## src/common/dsadc_defines.svh

```systemverilog
// Register layout, reset value and timing constants for the delta-sigma converter control
`ifndef DSADC_DEFINES_SVH
`define DSADC_DEFINES_SVH
`define DSADC_ADDR_W         4
`define DSADC_ADDR_CTRL      4'h0
`define DSADC_ADDR_STATUS    4'h1
`define DSADC_ADDR_SAR       4'h2
`define DSADC_CTRL_RESET     8'h00
`define DSADC_CTRL_WMASK     8'hF3
`define DSADC_BIT_POWER      7
`define DSADC_BIT_RUN        6
`define DSADC_BIT_HIACC      5
`define DSADC_BIT_DIFF       4
`define DSADC_PAIR_MSB       1
`define DSADC_PAIR_LSB       0
`define DSADC_PAIR_BAD       2'h3
`define DSADC_CLK_PS         10000
`define DSADC_SETTLE_PS      1200000
`define DSADC_INIT_CYCLES    4
`define DSADC_NUM_PAIRS      3
`endif

```

## src/common/dsadc_pkg.sv

```systemverilog
// Types shared by the delta-sigma converter control files
package dsadc_pkg;
  // Gray coded along idle -> settle -> ready -> init -> convert
  typedef enum logic [2:0] {
    DSADC_OFF     = 3'b000,
    DSADC_SETTLE  = 3'b001,
    DSADC_READY   = 3'b011,
    DSADC_INIT    = 3'b010,
    DSADC_CONVERT = 3'b110
  } dsadc_state_t;
endpackage

```

## src/hdl/dsadc_sync.sv

```systemverilog
// Two-stage synchroniser for a vector of pin-level inputs
`timescale 1ns/1ps
module dsadc_sync #(
  parameter int WIDTH = 1
) (
  input  wire logic             i_clk,
  input  wire logic             i_rst_b,
  input  wire logic             i_ce,
  input  wire logic [WIDTH-1:0] i_async,
  output logic      [WIDTH-1:0] o_sync
);
  typedef struct packed {
    logic [WIDTH-1:0] meta;
    logic [WIDTH-1:0] stable;
  } dsadc_sync_t;

  dsadc_sync_t st;
  dsadc_sync_t next_st;

  // First stage feeds only the second
  always_comb begin
    next_st        = st;
    next_st.meta   = i_async;
    next_st.stable = st.meta;
  end

  // Frozen while the clock enable is low
  always_ff @(posedge i_clk) begin
    if (!i_rst_b) begin
      st <= '0;
    end else if (i_ce) begin
      st <= next_st;
    end
  end

  assign o_sync = st.stable;
endmodule

```

## src/hdl/dsadc_ctrl.sv

```systemverilog
// Control register and sequencer for the 16-bit delta-sigma converter
//
// Local design decisions: the address map and the plain strobed port.
`timescale 1ns/1ps
`include "dsadc_defines.svh"
module dsadc_ctrl #(
  parameter int SETTLE_PS  = `DSADC_SETTLE_PS,
  parameter int INIT_CYCLES = `DSADC_INIT_CYCLES
) (
  input  wire logic                     i_clk,
  input  wire logic                     i_rst_b,
  input  wire logic                     i_ce,
  input  wire logic [`DSADC_ADDR_W-1:0] i_addr,
  input  wire logic [7:0]               i_wdata,
  input  wire logic                     i_wr,
  input  wire logic                     i_rd,
  output logic      [7:0]               o_rdata,
  input  wire logic [`DSADC_NUM_PAIRS-1:0] i_sar_pin_config,
  input  wire logic                     i_sar_conversion_run,
  input  wire logic                     i_stop_req,
  output logic                          o_converter_power_on,
  output logic                          o_conversion_run,
  output logic                          o_conv_reset,
  output logic                          o_high_accuracy_select,
  output logic                          o_differential_input_select,
  output logic      [`DSADC_NUM_PAIRS-1:0] o_pair_enable
);
  // Settle time in cycles, rounded up since it is a least time
  localparam int SETTLE_CYC = (SETTLE_PS + `DSADC_CLK_PS - 1) / `DSADC_CLK_PS;
  localparam int CNT_W      = $clog2(SETTLE_CYC + INIT_CYCLES + 1);

  typedef struct packed {
    logic [7:0]                  ctrl;
    dsadc_pkg::dsadc_state_t     fsm;
    logic [CNT_W-1:0]            cnt;
    logic [7:0]                  rdata;
    logic                        err_early;
    logic                        err_pair;
    logic                        err_both;
    logic                        err_stop;
    logic                        power;
    logic                        run;
    logic                        conv_reset;
    logic                        hiacc;
    logic                        diff;
    logic [`DSADC_NUM_PAIRS-1:0] pair_en;
  } dsadc_ctrl_t;

  dsadc_ctrl_t st;
  dsadc_ctrl_t next_st;

  logic [`DSADC_NUM_PAIRS-1:0] sar_pins;
  logic [1:0]                  sar_run_s;
  logic                        ctrl_wr;
  logic [7:0]                  wval;
  logic [1:0]                  pair;
  logic [7:0]                  status;

  // Sideband inputs come from other domains, so synchronise them
  dsadc_sync #(
    .WIDTH(`DSADC_NUM_PAIRS + 2)
  ) u_sync (
    .i_clk   (i_clk),
    .i_rst_b (i_rst_b),
    .i_ce    (i_ce),
    .i_async ({i_sar_pin_config, i_sar_conversion_run, i_stop_req}),
    .o_sync  ({sar_pins, sar_run_s})
  );

  assign ctrl_wr = i_wr && (i_addr == `DSADC_ADDR_CTRL);
  assign wval    = i_wdata & `DSADC_CTRL_WMASK;
  assign pair    = st.ctrl[`DSADC_PAIR_MSB:`DSADC_PAIR_LSB];
  assign status  = {st.err_stop, st.err_both, st.err_pair, st.err_early, 1'b0, st.fsm};

  always_comb begin
    next_st            = st;
    next_st.conv_reset = 1'b0;
    // Register writes; bits 3 and 2 never stored
    if (ctrl_wr) begin
      next_st.ctrl = wval;
      // Power and run together, or run before settling, is flagged
      if (wval[`DSADC_BIT_RUN] && (!st.ctrl[`DSADC_BIT_POWER] || st.fsm == dsadc_pkg::DSADC_SETTLE)) begin
        next_st.err_early = 1'b1;
      end
      if (wval[`DSADC_PAIR_MSB:`DSADC_PAIR_LSB] == `DSADC_PAIR_BAD) begin
        next_st.err_pair = 1'b1;
      end
    end else if (i_wr && (i_addr == `DSADC_ADDR_STATUS)) begin
      // Write one to clear sticky error flags
      next_st.err_stop  = st.err_stop & ~i_wdata[7];
      next_st.err_both  = st.err_both & ~i_wdata[6];
      next_st.err_pair  = st.err_pair & ~i_wdata[5];
      next_st.err_early = st.err_early & ~i_wdata[4];
    end
    // Misuse detection; set wins over clear
    if (pair != `DSADC_PAIR_BAD && sar_pins[pair] && st.ctrl[`DSADC_BIT_POWER]) begin
      next_st.err_pair = 1'b1;
    end
    if (st.run && sar_run_s[1]) begin
      next_st.err_both = 1'b1;
    end
    if (sar_run_s[0] && st.ctrl[`DSADC_BIT_POWER]) begin
      next_st.err_stop = 1'b1;
    end
    // Sequencer
    case (st.fsm)
      dsadc_pkg::DSADC_OFF: begin
        next_st.cnt = '0;
        if (st.ctrl[`DSADC_BIT_POWER]) begin
          next_st.fsm = dsadc_pkg::DSADC_SETTLE;
        end
      end
      dsadc_pkg::DSADC_SETTLE: begin
        next_st.cnt = st.cnt + 1'b1;
        if (CNT_W'(SETTLE_CYC - 1) == st.cnt) begin
          next_st.fsm = dsadc_pkg::DSADC_READY;
        end
      end
      dsadc_pkg::DSADC_READY: begin
        next_st.cnt = '0;
        if (st.ctrl[`DSADC_BIT_RUN]) begin
          next_st.fsm = dsadc_pkg::DSADC_INIT;
        end
      end
      dsadc_pkg::DSADC_INIT: begin
        next_st.cnt        = st.cnt + 1'b1;
        if (CNT_W'(INIT_CYCLES - 1) == st.cnt) begin
          next_st.fsm = dsadc_pkg::DSADC_CONVERT;
        end
      end
      dsadc_pkg::DSADC_CONVERT: begin
        next_st.cnt = '0;
        if (!st.ctrl[`DSADC_BIT_RUN]) begin
          next_st.fsm = dsadc_pkg::DSADC_READY;
        end
      end
      default: begin
        next_st.fsm = dsadc_pkg::DSADC_OFF;
      end
    endcase
    // A powered control write in init or convert restarts from init, even same data; with run clear it goes to ready
    if (ctrl_wr && st.ctrl[`DSADC_BIT_POWER] && wval[`DSADC_BIT_POWER]
        && (st.fsm == dsadc_pkg::DSADC_INIT || st.fsm == dsadc_pkg::DSADC_CONVERT)) begin
      next_st.cnt = '0;
      next_st.fsm = wval[`DSADC_BIT_RUN] ? dsadc_pkg::DSADC_INIT : dsadc_pkg::DSADC_READY;
    end
    // Power removal always wins
    if (!next_st.ctrl[`DSADC_BIT_POWER]) begin
      next_st.fsm = dsadc_pkg::DSADC_OFF;
      next_st.cnt = '0;
    end
    // Registered outputs
    next_st.power = next_st.ctrl[`DSADC_BIT_POWER];
    next_st.run   = (next_st.fsm == dsadc_pkg::DSADC_CONVERT);
    // Init pulse tracks the state itself, so it never overlaps run
    next_st.conv_reset = (next_st.fsm == dsadc_pkg::DSADC_INIT);
    next_st.hiacc = next_st.ctrl[`DSADC_BIT_HIACC];
    next_st.diff  = next_st.ctrl[`DSADC_BIT_DIFF];
    for (int i = 0; i < `DSADC_NUM_PAIRS; i++) begin
      next_st.pair_en[i] = next_st.ctrl[`DSADC_BIT_POWER]
                           && (next_st.ctrl[`DSADC_PAIR_MSB:`DSADC_PAIR_LSB] == 2'(i));
    end
    // Read port; unmapped addresses read zero
    if (i_rd) begin
      if (i_addr == `DSADC_ADDR_CTRL) begin
        next_st.rdata = st.ctrl;
      end else if (i_addr == `DSADC_ADDR_STATUS) begin
        next_st.rdata = status;
      end else if (i_addr == `DSADC_ADDR_SAR) begin
        next_st.rdata = {5'h00, sar_pins};
      end else begin
        next_st.rdata = 8'h00;
      end
    end else begin
      next_st.rdata = 8'h00;
    end
  end

  // Single state register, frozen when the clock enable is low
  always_ff @(posedge i_clk) begin
    if (!i_rst_b) begin
      st      <= '0;
      st.ctrl <= `DSADC_CTRL_RESET;
      st.fsm  <= dsadc_pkg::DSADC_OFF;
    end else if (i_ce) begin
      st <= next_st;
    end
  end

  assign o_rdata                     = st.rdata;
  assign o_converter_power_on        = st.power;
  assign o_conversion_run            = st.run;
  assign o_conv_reset                = st.conv_reset;
  assign o_high_accuracy_select      = st.hiacc;
  assign o_differential_input_select = st.diff;
  assign o_pair_enable               = st.pair_en;
endmodule

```

## config.mk

```make
export PLATFORM = sky130hd
export DESIGN_NAME = dsadc_ctrl
export DESIGN_NICKNAME = d
export VERILOG_FILES = /design/src/common/dsadc_pkg.sv /design/src/hdl/dsadc_sync.sv /design/src/hdl/dsadc_ctrl.sv
export VERILOG_INCLUDE_DIRS = /design/src /design/src/common
export SDC_FILE = /design/constraint.sdc
export NUM_CORES = 1
export LEC_CHECK = 0
export ABC_AREA = 1
export BUFFER_PORTS_ARGS = -buffer_cell sky130_fd_sc_hd__buf_2
export CAP_MARGIN = 15
export CORE_ASPECT_RATIO = 0.9
export CORE_UTILIZATION = 30
export DETAILED_ROUTE_END_ITERATION = 8
export PLACE_DENSITY = 0.48
export SLEW_MARGIN = 5
export SYNTH_ARGS = -nofsm -noshare
export SYNTH_HDL_FRONTEND = slang
export SYNTH_SLANG_ARGS = --single-unit
```

## constraint.sdc

```tcl
create_clock -name i_clk -period 4.5 [get_ports i_clk]
set_input_delay 1.35 -clock i_clk [delete_from_list [all_inputs] [get_ports i_clk]]
set_output_delay 1.35 -clock i_clk [all_outputs]
set_load 0.05 [all_outputs]
```

Yosys cells after proc, flatten, opt, wreduce, memory -nomap -nowiden
Index checks and enable logic that the tools add are counted.
{"block": "word_totals", "mem_count": 0, "mem_bits_rw": 0, "mem_bits_ro": 0, "wordCells": 102, "latchBits": 0, "register_bits": 46}
{"block": "op_classes", "div_mod_pow": 0, "n_reduce_logical": 31, "n_mul": 0, "n_bitwise": 8, "eq_ne": 19, "n_mux": 25, "n_shift": 0, "add_sub_neg": 1, "n_lt_le_gt_ge": 1}
{"cell": "two-way mux 8 bit", "count": 4}
{"cell": "two-way mux 10 bit", "count": 2}
{"cell": "two-way mux 3 bit", "count": 6}
{"cell": "case mux 3 bit (5 select lines)", "count": 1}
{"cell": "case mux 7 bit (2 select lines)", "count": 1}
{"cell": "logical AND 1 bit", "count": 13}
{"cell": "AND reduction 3 bit", "count": 4}
{"cell": "== test 3 x 2 -> 1 bit, second input constant", "count": 3}
{"cell": "adder 7 x 1 -> 7 bit, second input constant", "count": 1}
{"cell": "== test 2 x 7 -> 1 bit, first input constant", "count": 1}
{"cell": "== test 7 bit, first input constant", "count": 1}
{"cell": "two-way mux 1 bit", "count": 7}
{"cell": "== test 3 bit, second input constant", "count": 2}
{"cell": "inequality test 2 x 1 -> 1 bit, second input constant", "count": 3}
{"cell": "nonzero test 2 bit", "count": 3}
{"cell": "AND 1 bit", "count": 4}
{"cell": "== test 2 bit, second input constant", "count": 2}
{"cell": "== test 4 x 1 -> 1 bit, second input constant", "count": 1}
{"cell": "== test 4 x 2 -> 1 bit, second input constant", "count": 1}
{"cell": "zero test 4 bit", "count": 1}
{"cell": "two-way mux 2 bit", "count": 2}
{"cell": "two-way mux 4 bit", "count": 1}
{"cell": "inequality test 4 x 3 -> 1 bit, second input constant", "count": 1}
{"cell": "inverter 1 bit", "count": 4}
{"cell": "14 further kinds", "count": 16}

Longest topological paths before layout
{"block": "depth", "word_depth": 8, "depth_mapped": 11, "mapped_depth_nobuf": 10}

Cells and area by module
From an unflattened synthesis, not the netlist that was laid out.
{"block": "unflattened", "cells_unflattened": 327, "hier_area_um2": 2274.7}
{"module": "dsadc_ctrl", "cells_per_inst": 264, "instances": 1, "area_per_inst_um2": 1849.3, "seq_area_each_um2": 640.6}
{"module": "dsadc_sync", "cells_per_inst": 63, "instances": 1, "area_per_inst_um2": 425.4, "seq_area_each_um2": 200.2}

Least setup slack after synthesis
Ideal clock, no wire load.
{"block": "synth_timing", "path_kind": "input -> register", "from": "input port i_addr[3]", "to": "register st[23] in the netlist's numbering", "arrival_time_ns": 2.253, "slack_ns": 2.133, "setup_time_ns": 0.115, "path_stages": 9, "t_required_ns": 4.385, "path_cell_list": "nor2_4 -> nand3_2 -> nand2_1 -> nand2_2 -> nand3b_2 -> nand2_2 -> buf_6 -> o21ai_1 -> nor2_1"}
{"block": "synth_between", "elab_chain_len": 7, "word_cells_on_any_way": 10, "cone_classes": "1 x eq/ne; 3 x mux; 6 x reduce/logical"}
{"item": "start: declaration", "line": "dsadc_ctrl.sv:13", "source": "input wire logic [`DSADC_ADDR_W-1:0] i_addr,"}
{"item": "zero test 4 bit (no line) (*)"}
{"item": "logical AND 1 bit (*)", "line": "dsadc_ctrl.sv:70", "source": "assign ctrl_wr = i_wr && (i_addr == `DSADC_ADDR_CTRL);"}
{"item": "logical AND 1 bit (3 in series)", "line": "dsadc_ctrl.sv:142", "source": "if (ctrl_wr && st.ctrl[`DSADC_BIT_POWER] && wval[`DSADC_BIT_POWER]"}
{"item": "inequality test 4 x 3 -> 1 bit (no line) / two-way mux 10 bit (equally long branches)"}
{"item": "AND reduction 2 bit (no line) / two-way mux 10 bit (equally long branches)"}
{"item": "end signal: assignment", "line": "dsadc_ctrl.sv:186", "source": "st <= next_st;"}
{"item": "end: declaration", "line": "dsadc_ctrl.sv:49", "source": "dsadc_ctrl_t st;"}
Mark *: on every way between the ends. The rest lies on a longest branch, timed or not.
A chain may end at the register's enable or synchronous reset.

Final worst setup path
{"block": "layout_timing", "from": "input port i_addr[3]", "to": "register st[11] in the netlist's numbering"}
{"block": "layout_between", "elab_chain_len": 4, "word_cells_on_any_way": 8, "cone_classes": "2 x eq/ne; 1 x mux; 5 x reduce/logical"}
{"item": "zero test 4 bit (no line) / == test 4 x 1 -> 1 bit (equally long branches)"}
{"item": "logical AND 1 bit (on tied branches)", "line": "dsadc_ctrl.sv:70, dsadc_ctrl.sv:88"}
{"item": "inequality test 2 x 1 -> 1 bit (no line) / nonzero test 2 bit (equally long branches)"}
{"item": "AND reduction 3 bit (no line)"}
Several ways; a longest one is shown, not always the timed one.

==> flow_metrics.tcl <==
set metrics [dict create \
    synth_area_leaders "dfxtp_1 40%, nand2_1 9.2%, nor2_1 8.7%" \
    grt_setup_unrepaired "no" \
    pre_cts_slack_ns 1.74 \
    hold-path-cell-count 2 \
    synth_top_area_cell "dfxtp_1" \
    synth_top_area_share_pct 39.6 \
    final_cells 417 \
    dr.pass1.iters 4 \
    power_density_nw_per_um2 288 \
    critPathKind "input port to register" \
    cp.arrival_ns 2.59 \
    grtUsageTotal_pct 14.8 \
    fin_setup_tns_ns 0 \
    num_antenna_cells 0 \
    finalMaxSlewViolations 0 \
    wl_met3_um 237 \
    die_h_um 81.8 \
    p_total_mw 0.677 \
    cap_viol_max_count 0 \
    postCtsHoldBufs 0 \
    slew_headroom_pct 50.3 \
    ctsResizeCount 0 \
    post-route-min-period_ns 2.44 \
    root_buffer "clkbuf_8" \
    synth_edf_count 0 \
    routed_via_density 4.64 \
    synthArstFlopShare_pct 0 \
    die_w_um 90.7 \
    critPathLaunchType "input port" \
    status "finished, final reports clean" \
    grt_pass1_wl_mm 8.58 \
    portBuffers 34 \
    cts-buffers-inserted 5 \
    core_um2 6690 \
    highest_layer "met4" \
    dp_hpwl_mm 3.70 \
    synth_fp_nets 330 \
    pin_count 38 \
    synthTopCellsByCount "52 x nand2_1, 49 x nor2_1, 42 x dfxtp_1" \
    grt_max_degree 30 \
    start_util_pct 31.7 \
    fmax_mhz 410 \
    clock-sinks 42 \
    skew_ns 0.00364 \
    finish.instance_area_um2 2350 \
    min_path_type "register to register" \
    wl_per_cell_um 12.4 \
    place_inst 410 \
    dpl-instance-area_um2 2280 \
    end_kind "register" \
    drive_above_1_share_pct 17.4 \
    min_period_over_period_pct 54.2 \
    ys_ff_latch 42 \
    synth_cells 307 \
    num_vias 1936 \
    postCtsSetupRepairBufs 0 \
    grt_pass1_vias 1696 \
    syn_area_um2 2120 \
    finalHoldViolations 0 \
    drt_wl_total_mm 5.19 \
    synth.yosys.seq_area_share_pct 39.6 \
    yosysMostFrequentCell "nand2_1" \
    reg2reg_depth 8 \
    synth.avg_cell_area_um2 6.91 \
    worst_slack_ns 2.06 \
    wl_met2_mm 2.12 \
    synth.distinct_cells 33 \
    first_iter_violations 108 \
    required_ns 4.65 \
    vdd_drop_max_mv 0.135 \
    ant_nets 0 \
    setup_viol 0 \
    drc 0 \
    clkTransAtPathRegs_ns 0.08 \
    clk_path_buf_depth 2 \
    nNetsFinal 350 \
    area_growth_syn_to_layout_pct 11.0 \
    worst_hold_slack_ns 0.460 \
    htree_levels 2 \
    crit_fanout 7 \
    worstMarginPinSlew_ns 0.744 \
    met1_length_mm 2.78 \
    fin_util_pct 35.2 \
    cts_tree "done" \
    p_leak_nw 0.997 \
    rows 28 \
    grt_overflow 0 \
    place_congestion 0.783 \
    synth_warnings 0 \
    die_area_um2 7410 \
    synthFlopType "dfxtp_1" \
    antenna_found_initial 0 \
    clock_latency_ns 0.29 \
]
[flip-flops by register name, summed over array words and instances (netlist names)]
register          count
o_conversion_run      1
o_rdata               7
u_sync.o_sync         5
o_conv_reset          1
o_pair_enable         3
pair                  2
u_sync.next_st        5
st                   18
[final timing paths]
kind | startpoint | slack [ns] | end
worst max register to register | st[37]$_SDFFE_PN0P_ | 2.90 | st[21]$_SDFFE_PN0P_
worst min-delay path | st[11]$_SDFFE_PN0P_ | 0.46 | st[11]$_SDFFE_PN0P_
worst max-delay path | i_addr[3] | 2.06 | st[11]$_SDFFE_PN0P_
worst min register to register | st[11]$_SDFFE_PN0P_ | 0.46 | st[11]$_SDFFE_PN0P_
[critical path, stage by stage]
cell,delay (ns)
buf_2,0.11
nor2_4,0.18
nand3_2,0.16
nor2_1,0.31
inv_1,0.18
nand2_1,0.12
nand3_1,0.08
nand2_1,0.06
a21oi_1,0.05
[final cells by class]
cell class | instances | area (um2)
sequential | 42 | 841
fill | 743 | 4340
clock buffer | 5 | 68.8
multi-input combinational | 210 | 1020
tap | 90 | 113
inverter | 33 | 124
clock inverter | 2 | 10.0
timing repair buffer | 35 | 178
[cells by family (layout without fill, tap and decap cells)]
| logic type | Yosys count | in the layout | share of synthesized area (%) |
|---|---|---|---|
| AO/OA/AOI/OAI | 74 | 74 | 19.0 |
| XOR/XNOR | 1 | 1 | 0.413 |
| adder cells (fa/ha/maj) | 1 | 1 | 0.590 |
| buffers and inverters | 55 | 75 | 12.3 |
| flip-flops | 42 | 42 | 39.6 |
| other | 1 | 1 | 0.177 |
| AND/OR/NAND/NOR | 133 | 133 | 27.9 |
[layout by cell type (no fill, tap or decap), types with 2 or more instances in the layout]
cell      netlist  final
nand3_1        15     15
nand4_1         4      4
clkinv_2        0      2
inv_1          31     31
clkbuf_8        0      5
dfxtp_1        42     42
nor2_4          3      3
o221ai_1        2      2
o21ai_1         3      3
buf_2           1     34
nor2_1         49     49
nand3_2         2      2
inv_2           2      2
nand2_2         2      2
nor3_1          2      2
o21ai_2         3      3
nand2_1        52     52
a21oi_1        30     30
o21ai_0        31     31
[metal layers]
| layer | vias to the layer above | global-route usage (%) |
|---|---|---|
| met1 | 859 | 21.7 |
| li1 | 1027 | - |
| met4 | 0 | 4.84 |
| met5 | - | 0 |
| met2 | 42 | 21.1 |
| met3 | 8 | 3.33 |
[power breakdown]
part | internal (mW) | switching (mW) | leakage, nW
registers | 0.380 | 0.00501 | 0.341
logic | 0.0185 | 0.0453 | 0.612
clock network | 0.104 | 0.124 | 0.0438
total | 0.503 | 0.175 | 0.997
Note: power is estimated with default switching activity, not from simulation.
